<file path="config.mk">
export PLATFORM = sky130hd
export DESIGN_NAME = a2pwm_top
export DESIGN_NICKNAME = d
export VERILOG_FILES = /design/src/logic/a2pwm_pkg.sv /design/src/logic/a2pwm_core.sv /design/src/logic/a2pwm_top.sv
export VERILOG_INCLUDE_DIRS = /design/src /design/src/logic
export SDC_FILE = /design/constraint.sdc
export NUM_CORES = 2
export LEC_CHECK = 0
export BUFFER_PORTS_ARGS = -buffer_cell sky130_fd_sc_hd__buf_4
export CAP_MARGIN = 30
export CORE_AREA = 3 3 458 324
export CTS_CLUSTER_SIZE = 16
export DETAILED_ROUTE_END_ITERATION = 12
export DIE_AREA = 0 0 461 327
export PLACE_DENSITY = 0.58
export SYNTH_ARGS = -nofsm -noshare
export SYNTH_HDL_FRONTEND = slang
export SYNTH_SLANG_ARGS = --single-unit
export TNS_END_PERCENT = 20
</file>
<file path="constraint.sdc">
create_clock -name ref_clk_i -period 12.5 [get_ports ref_clk_i]
set_clock_uncertainty 0.15 [all_clocks]
set_input_delay 1.25 -clock ref_clk_i [delete_from_list [all_inputs] [get_ports ref_clk_i]]
set_output_delay 1.25 -clock ref_clk_i [all_outputs]
set_load 0.1 [all_outputs]
</file>
<file path="src/logic/a2pwm_defines.svh">
`ifndef A2PWM_DEFINES_SVH
`define A2PWM_DEFINES_SVH

// Clock and timebase timing.
`define A2P_CLK_NS 8
`define A2P_MS_NS 1000000

// Timebase unit lengths in milliseconds, selected by the timebase field.
`define A2P_TB0_MS 16'h0001
`define A2P_TB1_MS 16'h000a
`define A2P_TB2_MS 16'h03e8
`define A2P_TB3_MS 16'hea60

// Parameter limits; gain is held in hundredths.
`define A2P_GAIN_MAX 32'sh0000_03e8
`define A2P_OFFS_MAX 32'sh0000_2710
`define A2P_BOUND_MAX 32'sh0000_4e20
`define A2P_DEC_MAX 2'h3
`define A2P_FRAC_SCALE 32'sh0000_0064

// Register byte offsets.
`define A2P_REG_GAIN 8'h00
`define A2P_REG_OFFS 8'h04
`define A2P_REG_LOWER 8'h08
`define A2P_REG_UPPER 8'h0c
`define A2P_REG_PERIOD 8'h10
`define A2P_REG_CFG 8'h14
`define A2P_REG_STATUS 8'h18
`define A2P_REG_SCALED 8'h1c

// Field positions.
`define A2P_CFG_SRC 0
`define A2P_CFG_TB_LO 1
`define A2P_CFG_TB_HI 2
`define A2P_CFG_DEC_LO 3
`define A2P_CFG_DEC_HI 4
`define A2P_ST_RUN 0
`define A2P_ST_OUT 1

// Reset values.
`define A2P_RST_GAIN 16'h0064
`define A2P_RST_OFFS 16'h0000
`define A2P_RST_LOWER 16'h0000
`define A2P_RST_UPPER 16'h03e8
`define A2P_RST_PERIOD 16'h0004
`define A2P_RST_TB 2'h2

`endif

</file>
<file path="src/logic/a2pwm_pkg.sv">
`default_nettype none
package a2pwm_pkg;

  // Software settings carried from the register file to the modulator.
  typedef struct packed {
    logic signed [15:0] gain;
    logic signed [15:0] offset;
    logic signed [15:0] lower;
    logic signed [15:0] upper;
    logic [15:0] period;
    logic period_src;
    logic [1:0] timebase;
    logic [1:0] decimals;
  } a2pwm_cfg_s;

  typedef enum logic {
    A2PWM_IDLE,
    A2PWM_RUN
  } a2pwm_state_e;

endpackage
`default_nettype wire

</file>
<file path="src/logic/a2pwm_core.sv">
`default_nettype none
`include "a2pwm_defines.svh"
module a2pwm_core #(
  parameter int VW = 16,
  parameter int PW = 16
) (
  input wire logic ref_clk_i,
  input wire logic rst_n_i,
  input wire logic ce_i,
  input wire logic enable_i,
  input wire logic unit_tick_i,
  input wire logic signed [VW-1:0] analog_in_value_i,
  input wire a2pwm_pkg::a2pwm_cfg_s cfg_i,
  input wire logic [PW-1:0] period_i,
  output logic pwm_o,
  output logic running_o,
  output logic signed [31:0] scaled_x100_o
);
  a2pwm_pkg::a2pwm_state_e state, next_state;
  logic en_q, next_en_q, pwm, next_pwm, start, wrap;
  logic [PW-1:0] elapsed, next_elapsed, per_lat, next_per_lat;
  logic signed [31:0] s_lat, next_s_lat, lo_lat, next_lo_lat, hi_lat, next_hi_lat;
  logic signed [31:0] scaled_now;
  logic [47:0] lhs, rhs;

  // Work in hundredths so the fractional gain needs no divider.
  assign scaled_now = 32'(analog_in_value_i) * 32'(cfg_i.gain)
                    + 32'(cfg_i.offset) * `A2P_FRAC_SCALE;
  assign start = enable_i && !en_q;
  assign wrap = unit_tick_i && (elapsed >= PW'(per_lat - PW'(1)));
  // Cross-multiplied compare avoids a divide per cycle.
  assign lhs = 48'(elapsed) * 48'($unsigned(hi_lat - lo_lat));
  assign rhs = 48'($unsigned(s_lat - lo_lat)) * 48'(per_lat);

  // Next state, period position and the values latched once per period.
  always_comb begin
    next_en_q = enable_i;
    next_state = state;
    next_elapsed = elapsed;
    next_per_lat = per_lat;
    next_s_lat = s_lat;
    next_lo_lat = lo_lat;
    next_hi_lat = hi_lat;
    next_pwm = 1'b0;
    if (!enable_i) begin
      next_state = a2pwm_pkg::A2PWM_IDLE;
      next_elapsed = '0;
    end else if (start || (state == a2pwm_pkg::A2PWM_RUN && wrap)) begin
      next_state = a2pwm_pkg::A2PWM_RUN;
      next_elapsed = '0;
      next_per_lat = (period_i == '0) ? PW'(1) : period_i;
      next_s_lat = scaled_now;
      next_lo_lat = 32'(cfg_i.lower) * `A2P_FRAC_SCALE;
      next_hi_lat = 32'(cfg_i.upper) * `A2P_FRAC_SCALE;
    end else if (state == a2pwm_pkg::A2PWM_RUN && unit_tick_i) begin
      next_elapsed = PW'(elapsed + PW'(1));
    end
    case (state)
      a2pwm_pkg::A2PWM_RUN: begin
        if (!enable_i || s_lat <= lo_lat) begin
          next_pwm = 1'b0;
        end else if (s_lat >= hi_lat) begin
          next_pwm = 1'b1;
        end else begin
          next_pwm = lhs < rhs;
        end
      end
      default: begin
        next_pwm = 1'b0;
      end
    endcase
  end

  // Registers freeze whenever the clock enable is low.
  always_ff @(posedge ref_clk_i or negedge rst_n_i) begin
    if (!rst_n_i) begin
      state <= a2pwm_pkg::A2PWM_IDLE;
      en_q <= 1'b0;
      elapsed <= '0;
      per_lat <= PW'(1);
      s_lat <= '0;
      lo_lat <= '0;
      hi_lat <= '0;
      pwm <= 1'b0;
    end else if (ce_i) begin
      state <= next_state;
      en_q <= next_en_q;
      elapsed <= next_elapsed;
      per_lat <= next_per_lat;
      s_lat <= next_s_lat;
      lo_lat <= next_lo_lat;
      hi_lat <= next_hi_lat;
      pwm <= next_pwm;
    end
  end

  assign pwm_o = pwm;
  assign running_o = (state == a2pwm_pkg::A2PWM_RUN);
  assign scaled_x100_o = s_lat;
endmodule
`default_nettype wire

</file>
<file path="src/logic/a2pwm_top.sv">
`default_nettype none
`include "a2pwm_defines.svh"
module a2pwm_top #(
  parameter int VW = 16,
  parameter int MS_CYCLES = `A2P_MS_NS / `A2P_CLK_NS
) (
  input wire logic ref_clk_i,
  input wire logic rst_n_i,
  input wire logic ce_i,
  input wire logic enable_i,
  input wire logic signed [VW-1:0] analog_in_value_i,
  input wire logic [15:0] ext_period_i,
  input wire logic hsel_i,
  input wire logic [31:0] haddr_i,
  input wire logic [1:0] htrans_i,
  input wire logic hwrite_i,
  input wire logic [2:0] hsize_i,
  input wire logic [31:0] hwdata_i,
  input wire logic hready_i,
  output logic hreadyout_o,
  output logic hresp_o,
  output logic [31:0] hrdata_o,
  output logic pwm_o,
  output logic running_o
);
  localparam int MSW = $clog2(MS_CYCLES + 1);

  a2pwm_pkg::a2pwm_cfg_s cfg, next_cfg;
  logic wr_pend, next_wr_pend;
  logic [7:0] wr_addr, next_wr_addr;
  logic [31:0] hrdata, next_hrdata, rd_word;
  logic take;
  logic [7:0] rd_addr;
  logic [MSW-1:0] ms_cnt, next_ms_cnt;
  logic [15:0] unit_cnt, next_unit_cnt, unit_len;
  logic ms_tick, unit_tick;
  logic [15:0] period_eff;
  logic signed [31:0] scaled_x100;

  // Clamp a written value into a symmetric signed range.
  function automatic logic signed [15:0] sat_val(input logic signed [31:0] v,
                                                 input logic signed [31:0] lim);
    logic signed [31:0] r;
    r = v;
    if (v > lim) begin
      r = lim;
    end else if (v < -lim) begin
      r = -lim;
    end
    return r[15:0];
  endfunction

  // Length of one timebase unit in milliseconds.
  function automatic logic [15:0] unit_ms(input logic [1:0] sel);
    logic [15:0] r;
    case (sel)
      2'h0: r = `A2P_TB0_MS;
      2'h1: r = `A2P_TB1_MS;
      2'h2: r = `A2P_TB2_MS;
      default: r = `A2P_TB3_MS;
    endcase
    return r;
  endfunction

  assign take = hsel_i && htrans_i[1] && hready_i;
  assign rd_addr = {haddr_i[7:2], 2'h0};

  // Zero-wait slave: writes land in the data phase, reads are fetched at the
  // address phase. The read mux looks at the post-write settings so a read
  // right behind a write to the same register returns the new value.
  always_comb begin
    next_cfg = cfg;
    next_wr_pend = take && hwrite_i;
    next_wr_addr = take ? rd_addr : wr_addr;
    next_hrdata = hrdata;
    rd_word = '0;
    if (wr_pend) begin
      case (wr_addr)
        `A2P_REG_GAIN: next_cfg.gain = sat_val(hwdata_i, `A2P_GAIN_MAX);
        `A2P_REG_OFFS: next_cfg.offset = sat_val(hwdata_i, `A2P_OFFS_MAX);
        `A2P_REG_LOWER: next_cfg.lower = sat_val(hwdata_i, `A2P_BOUND_MAX);
        `A2P_REG_UPPER: next_cfg.upper = sat_val(hwdata_i, `A2P_BOUND_MAX);
        `A2P_REG_PERIOD: next_cfg.period = hwdata_i[15:0];
        `A2P_REG_CFG: begin
          next_cfg.period_src = hwdata_i[`A2P_CFG_SRC];
          next_cfg.timebase = hwdata_i[`A2P_CFG_TB_HI:`A2P_CFG_TB_LO];
          // Decimals are kept for display software only.
          next_cfg.decimals = hwdata_i[`A2P_CFG_DEC_HI:`A2P_CFG_DEC_LO];
        end
        default: begin
          next_cfg = cfg;
        end
      endcase
    end
    case (rd_addr)
      `A2P_REG_GAIN: rd_word = 32'(next_cfg.gain);
      `A2P_REG_OFFS: rd_word = 32'(next_cfg.offset);
      `A2P_REG_LOWER: rd_word = 32'(next_cfg.lower);
      `A2P_REG_UPPER: rd_word = 32'(next_cfg.upper);
      `A2P_REG_PERIOD: rd_word = 32'(next_cfg.period);
      `A2P_REG_CFG: begin
        rd_word[`A2P_CFG_SRC] = next_cfg.period_src;
        rd_word[`A2P_CFG_TB_HI:`A2P_CFG_TB_LO] = next_cfg.timebase;
        rd_word[`A2P_CFG_DEC_HI:`A2P_CFG_DEC_LO] = next_cfg.decimals;
      end
      `A2P_REG_STATUS: begin
        rd_word[`A2P_ST_RUN] = running_o;
        rd_word[`A2P_ST_OUT] = pwm_o;
      end
      `A2P_REG_SCALED: rd_word = scaled_x100;
      default: rd_word = '0;
    endcase
    if (take && !hwrite_i) begin
      next_hrdata = rd_word;
    end
  end

  always_ff @(posedge ref_clk_i or negedge rst_n_i) begin
    if (!rst_n_i) begin
      cfg.gain <= `A2P_RST_GAIN;
      cfg.offset <= `A2P_RST_OFFS;
      cfg.lower <= `A2P_RST_LOWER;
      cfg.upper <= `A2P_RST_UPPER;
      cfg.period <= `A2P_RST_PERIOD;
      cfg.period_src <= 1'b0;
      cfg.timebase <= `A2P_RST_TB;
      cfg.decimals <= 2'h0;
      wr_pend <= 1'b0;
      wr_addr <= '0;
      hrdata <= '0;
    end else if (ce_i) begin
      cfg <= next_cfg;
      wr_pend <= next_wr_pend;
      wr_addr <= next_wr_addr;
      hrdata <= next_hrdata;
    end
  end

  assign hreadyout_o = 1'b1;
  assign hresp_o = 1'b0;
  assign hrdata_o = hrdata;

  // Millisecond prescaler and timebase unit counter. Both are held at zero
  // until a run is under way, so the first unit after an enable rise is as
  // long as every later one and the first period is not cut short.
  assign unit_len = unit_ms(cfg.timebase);
  assign ms_tick = (ms_cnt == MSW'(MS_CYCLES - 1));
  assign unit_tick = ms_tick && (unit_cnt >= 16'(unit_len - 16'h0001));
  always_comb begin
    next_ms_cnt = ms_tick ? '0 : MSW'(ms_cnt + MSW'(1));
    next_unit_cnt = unit_cnt;
    if (ms_tick) begin
      next_unit_cnt = unit_tick ? '0 : 16'(unit_cnt + 16'h0001);
    end
    if (!enable_i || !running_o) begin
      next_ms_cnt = '0;
      next_unit_cnt = '0;
    end
  end

  always_ff @(posedge ref_clk_i or negedge rst_n_i) begin
    if (!rst_n_i) begin
      ms_cnt <= '0;
      unit_cnt <= '0;
    end else if (ce_i) begin
      ms_cnt <= next_ms_cnt;
      unit_cnt <= next_unit_cnt;
    end
  end

  // Period comes either from the stored constant or from a live source.
  assign period_eff = cfg.period_src ? ext_period_i : cfg.period;

  a2pwm_core #(
    .VW(VW),
    .PW(16)
  ) a2pwm_core_i (
    .ref_clk_i(ref_clk_i),
    .rst_n_i(rst_n_i),
    .ce_i(ce_i),
    .enable_i(enable_i),
    .unit_tick_i(unit_tick),
    .analog_in_value_i(analog_in_value_i),
    .cfg_i(cfg),
    .period_i(period_eff),
    .pwm_o(pwm_o),
    .running_o(running_o),
    .scaled_x100_o(scaled_x100)
  );
endmodule
`default_nettype wire

</file>
# After elaboration in Yosys (flattened, before gate mapping)
# Cells that the tools add are included.
# classes
n_addsub	8
mul	6
n_lt_le_gt_ge	11
eq_ne	17
muxes	32
reduce_logical	27
# op_table
operator	n
$mux 16	19
$pmux 27 s6	1
$mux 85	1
$mul 16x6->22 const B	3
$sub 32x32->32	2
$lt 48x48->1	1
$mul 16x32->48	1
$mul 32x16->48	1
$pmux 16 s3	1
$eq 6x3->1 const B	6
$mux 17	2
$add 16x1->16 const B	2
$add 32x32->32	1
$ge 16x16->1	2
$ge 32x32->1	1
$gt 32x11->1 const B	1
$gt 32x15->1 const B	1
$gt 32x16->1 const B	1
$le 32x32->1	1
$lt 32x11->1 const B	1
$lt 32x15->1 const B	1
$lt 32x16->1 const B	1
$mul 16x16->32	1
$sub 16x1->16 const B	2
21 further kinds	47
# totals
regBits	284
output_inout_bits	36
word_cells	122

# Logic depth before layout (Yosys ltp)
# logic_depth
depth_word	10
mapped_depth	46

# Hierarchy
# A second synthesis with hierarchy kept.
# unflattened
cells_unflattened	7328
area_unflattened_um2	64633.2
# by_module_without_submodules
mod	n_inst	cells_each	area_each_um2	seq_area_each_um2
a2pwm_core	1	6343	55468.2	2778.9
a2pwm_top	1	985	9165.0	3942.5

# Worst setup path after synthesis
# Ideal clock, no wire load.
# synth_timing
path_kind	reg2reg
startpoint	reg a2pwm_core_i.lo_lat[2]
endpoint	reg a2pwm_core_i.pwm, in the netlist a2pwm_core_i.pwm_o
setup_ps	123
t_arrival_ps	9280
required_time_ps	12227
setup_slack_ps	2947
stages_incl_launch_ff	42
path_buffers	1
synth_period_minus_slack_ps	9553
cell_sequence	dfrtp_1 -> ha_1 -> fa_1 -> nor2b_1 -> o21ai_0 -> a21oi_1 -> o31ai_1 -> a21boi_0 -> o211ai_1 -> a21boi_0 -> mux2i_1 -> nand2_1 -> clkbuf_1 -> nand2_1 -> fa_1 -> fa_1 -> fa_1 -> inv_1 -> [... 6 more ...] -> a21o_1 -> a211oi_1 -> o211ai_1 -> nand2_1 -> a21oi_1 -> or2_2 -> o41ai_1 -> o21ai_0 -> a21oi_1 -> xor2_1 -> ha_1 -> and4_1 -> nand3_1 -> nor3_1 -> o211ai_1 -> a41oi_1 -> o31ai_1 -> a32o_1
# synth_between
elab_chain_len	6
elab_cells_between_ends	10
cone_classes	add/sub (2); mul (2); order compare (2); mux (3); reduce/logical (1)
# synth_lines
element	line_no	rtl
from (decl)	a2pwm_core.sv:22	logic signed [31:0] s_lat, next_s_lat, lo_lat, next_lo_lat, hi_lat, next_hi_lat;
from (signal assigned)	a2pwm_core.sv:91	lo_lat <= next_lo_lat;
$sub 32x32->32, on equally long branches	a2pwm_core.sv:32, a2pwm_core.sv:33	
$mul 16x32->48 / $mul 32x16->48 (equally long branches)	a2pwm_core.sv:32, a2pwm_core.sv:33	
$lt 48x48->1	a2pwm_core.sv:65	next_pwm = lhs < rhs;
$mux 1	a2pwm_core.sv:62	end else if (s_lat >= hi_lat) begin
$mux 1 (*)	a2pwm_core.sv:60	if (!enable_i || s_lat <= lo_lat) begin
$mux 1 (*)	a2pwm_core.sv:58	case (state)
to (signal assigned)	a2pwm_core.sv:93	pwm <= next_pwm;
to (decl)	a2pwm_core.sv:20	logic en_q, next_en_q, pwm, next_pwm, start, wrap;
# Every way passes the cells marked *; elsewhere a longest branch is shown, timed or not.
# A chain may end at the register's enable or synchronous reset.

# Worst setup path in the final report
# layout_timing
startpoint	reg a2pwm_core_i.s_lat[2], in the netlist a2pwm_core_i.scaled_x100_o[2]
endpoint	reg a2pwm_core_i.pwm, in the netlist a2pwm_core_i.pwm_o
# layout_between
elab_chain_len	6
elab_cells_between_ends	9
cone_classes	add/sub (1); mul (1); order compare (3); mux (3); reduce/logical (1)
# layout_lines
element	line_no	rtl
from (decl)	a2pwm_core.sv:22	
from (signal assigned)	a2pwm_core.sv:90	s_lat <= next_s_lat;
$sub 32x32->32	a2pwm_core.sv:33	assign rhs = 48'($unsigned(s_lat - lo_lat)) * 48'(per_lat);
$mul 32x16->48	a2pwm_core.sv:33	
$lt 48x48->1	a2pwm_core.sv:65	
$mux 1	a2pwm_core.sv:62	
$mux 1 (*)	a2pwm_core.sv:60	
$mux 1 (*)	a2pwm_core.sv:58	
# Marked as above.

==> results <==
- The layout overhead on the synthesized area is 6.575%.
- In this run the worst hold path is classified as reg2reg.
- By area the synthesized netlist is led by sky130_fd_sc_hd__fa_1, sky130_fd_sc_hd__ha_1, sky130_fd_sc_hd__dfrtp_1.
- The global router's overall resource usage is 26.52%.
- The mean area per synthesized cell is 8.802 µm².
- The worst path meets setup with 0.5275 ns of slack.
- The number of synthesized register bits is 268.
- The pre-CTS worst setup slack is 0.5945 ns.
- The cell area after synthesis is 64830 µm².
- Cell internal power was estimated by the tool at 5.216 mW.
- The fraction of registers with async set or reset after synthesis is 100.0%.
- Along the worst path, the maximum fanout reaches 12.
- The initial antenna violation count is 6.
- Per report_power, the sequential group accounts for 9.4% of the total.
- The longest clock path from root to sink contains 3 buffers.
- The first global-routing pass estimated 308400 µm of wire.
- The kind of end point of the critical path is a flip-flop.
- For this design the static power due to leakage is 34.66 nW.
- The cell type with the highest aggregate area in the netlist is sky130_fd_sc_hd__fa_1.
- For this run, the number of Yosys warnings is 0.
- In this run, distinct cell masters in the synthesized netlist total 106.
- The first-pass iteration count of the detailed router is 6.
- After detailed placement, the design holds a cell count of 9173.
- For this configuration, the core starts out at a cell density of 44.83%.
- The dominant cell type by count on the critical path is sky130_fd_sc_hd__fa_1.
- The count of nets left with antenna violations once routing finished came out at 0.
- Counting instances, the worst hold path has a depth of 1.
- The worst reg2reg path startpoint is a2pwm_core_i.scaled_x100_o[2]$_DFFE_PN0P_.
- The average via count per standard cell is 5.519.
- The total count of max-transition violations in the final report came to 0.
- After the first detailed-routing iteration, the DRC count stood at 4771.
- The number of non-filler instances in the completed layout is 9239.
- The number of buffers created by CTS is 34.
- Of the post-synthesis cell area, the dominant cell type holds 35.08%.
- Synthesis produced a netlist whose cell count is 7366.
- The placed wire-length estimate is 159400 µm.
- In this run the critical register-to-register path is captured at a2pwm_core_i.pwm_o$_DFFE_PN0P_.
- After clock tree synthesis, the clock-pin slew on the worst setup and hold paths is 0.06 ns.
- The worst min-delay path endpoint is cfg[79]$_DFFE_PN0P_.
- The critical path's largest stage delay is 0.58 ns.
- The total overflow left after global routing is 0.
- The chip height is 327 µm.
- The number of rows in the core area is 117.
- The worst path required time is 12.80 ns.
- The die width is 461 µm.
- Buffers added to address setup during post-CTS repair amount to 0.
- Cells with a size suffix above 1 make up 6.385% of the layout.
- The number of violations of the max-capacitance limit is 0.
- The number of global-route vias before repair came to 50.52k.
- The routability congestion estimate from global placement is 0.9451.
- For this design, the sink count on the clock tree is 268.
- The number of cells on the worst reg-to-reg path is 43.
- In this run the clock root is driven by a sky130_fd_sc_hd__clkbuf_16.
- Dividing total power by cell area gives a power density of 183.1 nW/µm².
- The slowest stage of the critical path is the sky130_fd_sc_hd__fa_1 cell.
- Across all register-to-register paths, the minimum setup slack is 0.53 ns.
- The type of the worst setup path is reg2reg.
- The combined area of the multi-input logic cells is 51480 µm².
- Counting flops with a built-in enable in the synthesized netlist gives 0.
- The count of endpoints failing hold in the final timing report came to 0.
- The total negative slack for setup checks is 0 ns.
- The CTS tree is built.
- The number of inserted filler cells in the final layout is 13.97k.
- Per report_power, the combinational group accounts for 82.8% of the total.
- The upper clock frequency limit is 0.08353 GHz.
- The clock tree synthesis step divided the H-tree into 2 levels.
- The region available for standard cell placement spans 144600 µm².
- At the pin with the least slew margin, the transition time is 1.074 ns.
- The clock latency on the worst-skew pair is 0.58 ns.
- The share of the Yosys chip area taken by registers is 10.37%.
- Setup repair after global routing left no endpoint under its margin.
- The final layout contains routed wiring with a total length of 197600 µm.
- The worst IR drop on VDD is 374.9 µV.
- The clock network fraction of design power is 7.8%.
- The net switching power is 7.434 mW.
- The worst slew slack as a fraction of its limit is 28.37%.
- Buffers placed on the I/O ports in this run total 111.
- The area taken by flip-flops and latches is 6723 µm².
- The number of hold-repair buffers added at the cts stage is 0.
- Setup violations remaining at the end of the flow were counted as 0.
- The number of top-level pins is 144.
- For the worst setup path, the data arrival time is 12.27 ns.
- The detail-routed net length per standard cell is 21.38 µm.
- In the routed design, unresolved DRC markers number 0.
- The die covers 150700 µm².
- The startpoint identified for the worst hold timing path is cfg[79]$_DFFE_PN0P_.
- The flow ran to the end, and the final reports show no timing, DRC or antenna violations.
- For this run, the post-layout net count is 9189.
- The smallest clock period supported by the final layout is computed as 11.97 ns.
- For this run, the leading register cell type out of synthesis is sky130_fd_sc_hd__dfrtp_1.
- The final route contains 50.99k vias.
- The worst setup path is launched from a flip-flop.
- The portion of the clock cycle consumed by the worst path in the final layout is 95.78%.
- The largest net degree at the start of global routing is 166.
- Net switching is 58.77% of the power.
-- flip-flops by register name, summed over array words and instances (netlist names) --
| name | flops |
|---|---|
| a2pwm_core_i.elapsed | 16 |
| a2pwm_core_i.en_q | 1 |
| a2pwm_core_i.hi_lat | 22 |
| a2pwm_core_i.lo_lat | 22 |
| a2pwm_core_i.per_lat | 16 |
| a2pwm_core_i.pwm_o | 1 |
| a2pwm_core_i.running_o | 1 |
| a2pwm_core_i.scaled_x100_o | 32 |
| cfg | 85 |
| hrdata_o | 32 |
| ms_cnt | 17 |
| unit_cnt | 16 |
| wr_addr | 6 |
| wr_pend | 1 |
-- critical path: cells and delay by family, from the launching register on --
family	cells	cell delay, ns
AOI/OAI and AO/OA	17	3.96
xor gates and xnor gates	1	0.29
adders and majority gates	10	4.17
buffers and inverters	6	0.71
DFF	1	0.38
muxes	1	0.49
and+or+nand+nor	8	1.67
-- power by group through the flow --
stage	Clock (mW)	Sequential, mW	Combinational [mW]
3_5_place_dp	0	1.19	10.2
6_report	0.993	1.18	10.5
5_1_grt	1.04	1.19	11.5
3_3_place_gp	0	1.20	10.1
4_1_cts	1.01	1.17	10.3
2_1_floorplan	0	1.07	6.82
-- kinds of logic after synthesis --
| group | after synthesis | share of synthesized area, % |
|---|---|---|
| multiplexers | 119 | 2.079 |
| flip-flops | 268 | 10.37 |
| buffers and inverters | 1764 | 10.36 |
| adder cells (fa/ha/maj) | 1774 | 47.39 |
| AO/OA/AOI/OAI | 1009 | 10.04 |
| XOR/XNOR | 244 | 3.296 |
| AND/OR/NAND/NOR | 2186 | 16.46 |
| other | 2 | 0.01158 |
-- metal layers --
layer / global-route usage (%) / routed length, µm / up-vias
met5: 0 / 0 / -
met4: 3.960 / 3067 / 0
met3: 5.537 / 20240 / 174
met2: 35.71 / 77950 / 1967
met1: 43.54 / 96320 / 25830
li1: - / - / 23030
-- Yosys cell counts (34+ instances only) --
| master | instances |
|---|---|
| sky130_fd_sc_hd__and2_1 | 443 |
| sky130_fd_sc_hd__a21o_1 | 115 |
| sky130_fd_sc_hd__ha_1 | 638 |
| sky130_fd_sc_hd__xor2_1 | 90 |
| sky130_fd_sc_hd__a21oi_1 | 244 |
| sky130_fd_sc_hd__nor2_1 | 226 |
| sky130_fd_sc_hd__mux2i_1 | 54 |
| sky130_fd_sc_hd__dfrtp_1 | 256 |
| sky130_fd_sc_hd__o21ai_0 | 207 |
| sky130_fd_sc_hd__mux2_2 | 45 |
| sky130_fd_sc_hd__nor2b_1 | 73 |
| sky130_fd_sc_hd__inv_1 | 1420 |
| sky130_fd_sc_hd__clkbuf_1 | 299 |
| sky130_fd_sc_hd__a31oi_1 | 76 |
| sky130_fd_sc_hd__xnor2_1 | 154 |
| sky130_fd_sc_hd__nor3_1 | 60 |
| sky130_fd_sc_hd__o21ai_1 | 62 |
| sky130_fd_sc_hd__nand3_1 | 111 |
| sky130_fd_sc_hd__o21a_1 | 39 |
| sky130_fd_sc_hd__fa_1 | 1136 |
| sky130_fd_sc_hd__nand2b_1 | 91 |
| sky130_fd_sc_hd__nand4_1 | 48 |
| sky130_fd_sc_hd__nand2_1 | 973 |
| sky130_fd_sc_hd__and3_1 | 34 |
-- worst max path at each step --
stage                                         startpoint  slack (ns)  cells past startpoint                        endpoint
6_report       a2pwm_core_i.scaled_x100_o[2]$_DFFE_PN0P_        0.53                     43  a2pwm_core_i.pwm_o$_DFFE_PN0P_
5_1_grt        a2pwm_core_i.scaled_x100_o[2]$_DFFE_PN0P_        0.01                     43  a2pwm_core_i.pwm_o$_DFFE_PN0P_
4_1_cts        a2pwm_core_i.scaled_x100_o[2]$_DFFE_PN0P_        0.53                     43  a2pwm_core_i.pwm_o$_DFFE_PN0P_
3_5_place_dp   a2pwm_core_i.scaled_x100_o[2]$_DFFE_PN0P_        0.59                     43  a2pwm_core_i.pwm_o$_DFFE_PN0P_
3_3_place_gp   a2pwm_core_i.scaled_x100_o[2]$_DFFE_PN0P_        0.67                     43  a2pwm_core_i.pwm_o$_DFFE_PN0P_
2_1_floorplan         a2pwm_core_i.lo_lat[2]$_DFFE_PN0P_        2.95                     41  a2pwm_core_i.pwm_o$_DFFE_PN0P_
-- area by class of cell --
type                    instances  share of cell area, %
repair buffers                245                  2.986
flip-flops and latches        268                  9.730
multi-input cells            5336                  74.51
well taps                    1904                  3.448
diodes                          5                0.01811
clock inverters                10                 0.1829
clock buffers                  49                  1.400
inverters                    1422                  7.725
-- stage by stage --
| step | hold WS (ns) | area [µm²] | utilization [%] | power [mW] |
|---|---|---|---|---|
| after CTS | 0.3306 | 69020 | 47.72 | 12.49 |
| final | 0.3274 | 69100 | 47.77 | 12.65 |
| after global routing | 0.3449 | 69090 | 47.77 | 13.78 |
| after detailed placement | 0.3173 | 67920 | 46.96 | 11.40 |
| after floorplan | 0.2985 | 64840 | - | 7.886 |
| after global placement | 0.3124 | 67700 | 46.81 | 11.31 |
-- cell usage in the layout (no fill, tap or decap), types with 152 or more instances in the layout --
master,synthesis,final
sky130_fd_sc_hd__inv_1,1420,1420
sky130_fd_sc_hd__fa_1,1136,1136
sky130_fd_sc_hd__nand2_1,973,973
sky130_fd_sc_hd__ha_1,638,638
sky130_fd_sc_hd__and2_1,443,443
sky130_fd_sc_hd__dfrtp_1,256,255
sky130_fd_sc_hd__a21oi_1,244,244
sky130_fd_sc_hd__buf_4,3,231
sky130_fd_sc_hd__nor2_1,226,221
sky130_fd_sc_hd__o21ai_0,207,207
sky130_fd_sc_hd__xnor2_1,154,152
-- what timing repair did --
item | 4_1_cts | 5_1_grt
endpoints found under the setup margin | 0 | 1
hold endpoints to repair | 0 | 0
gates resized for setup | 0 | 2
No activity file was read; power rests on OpenSTA's default activity.
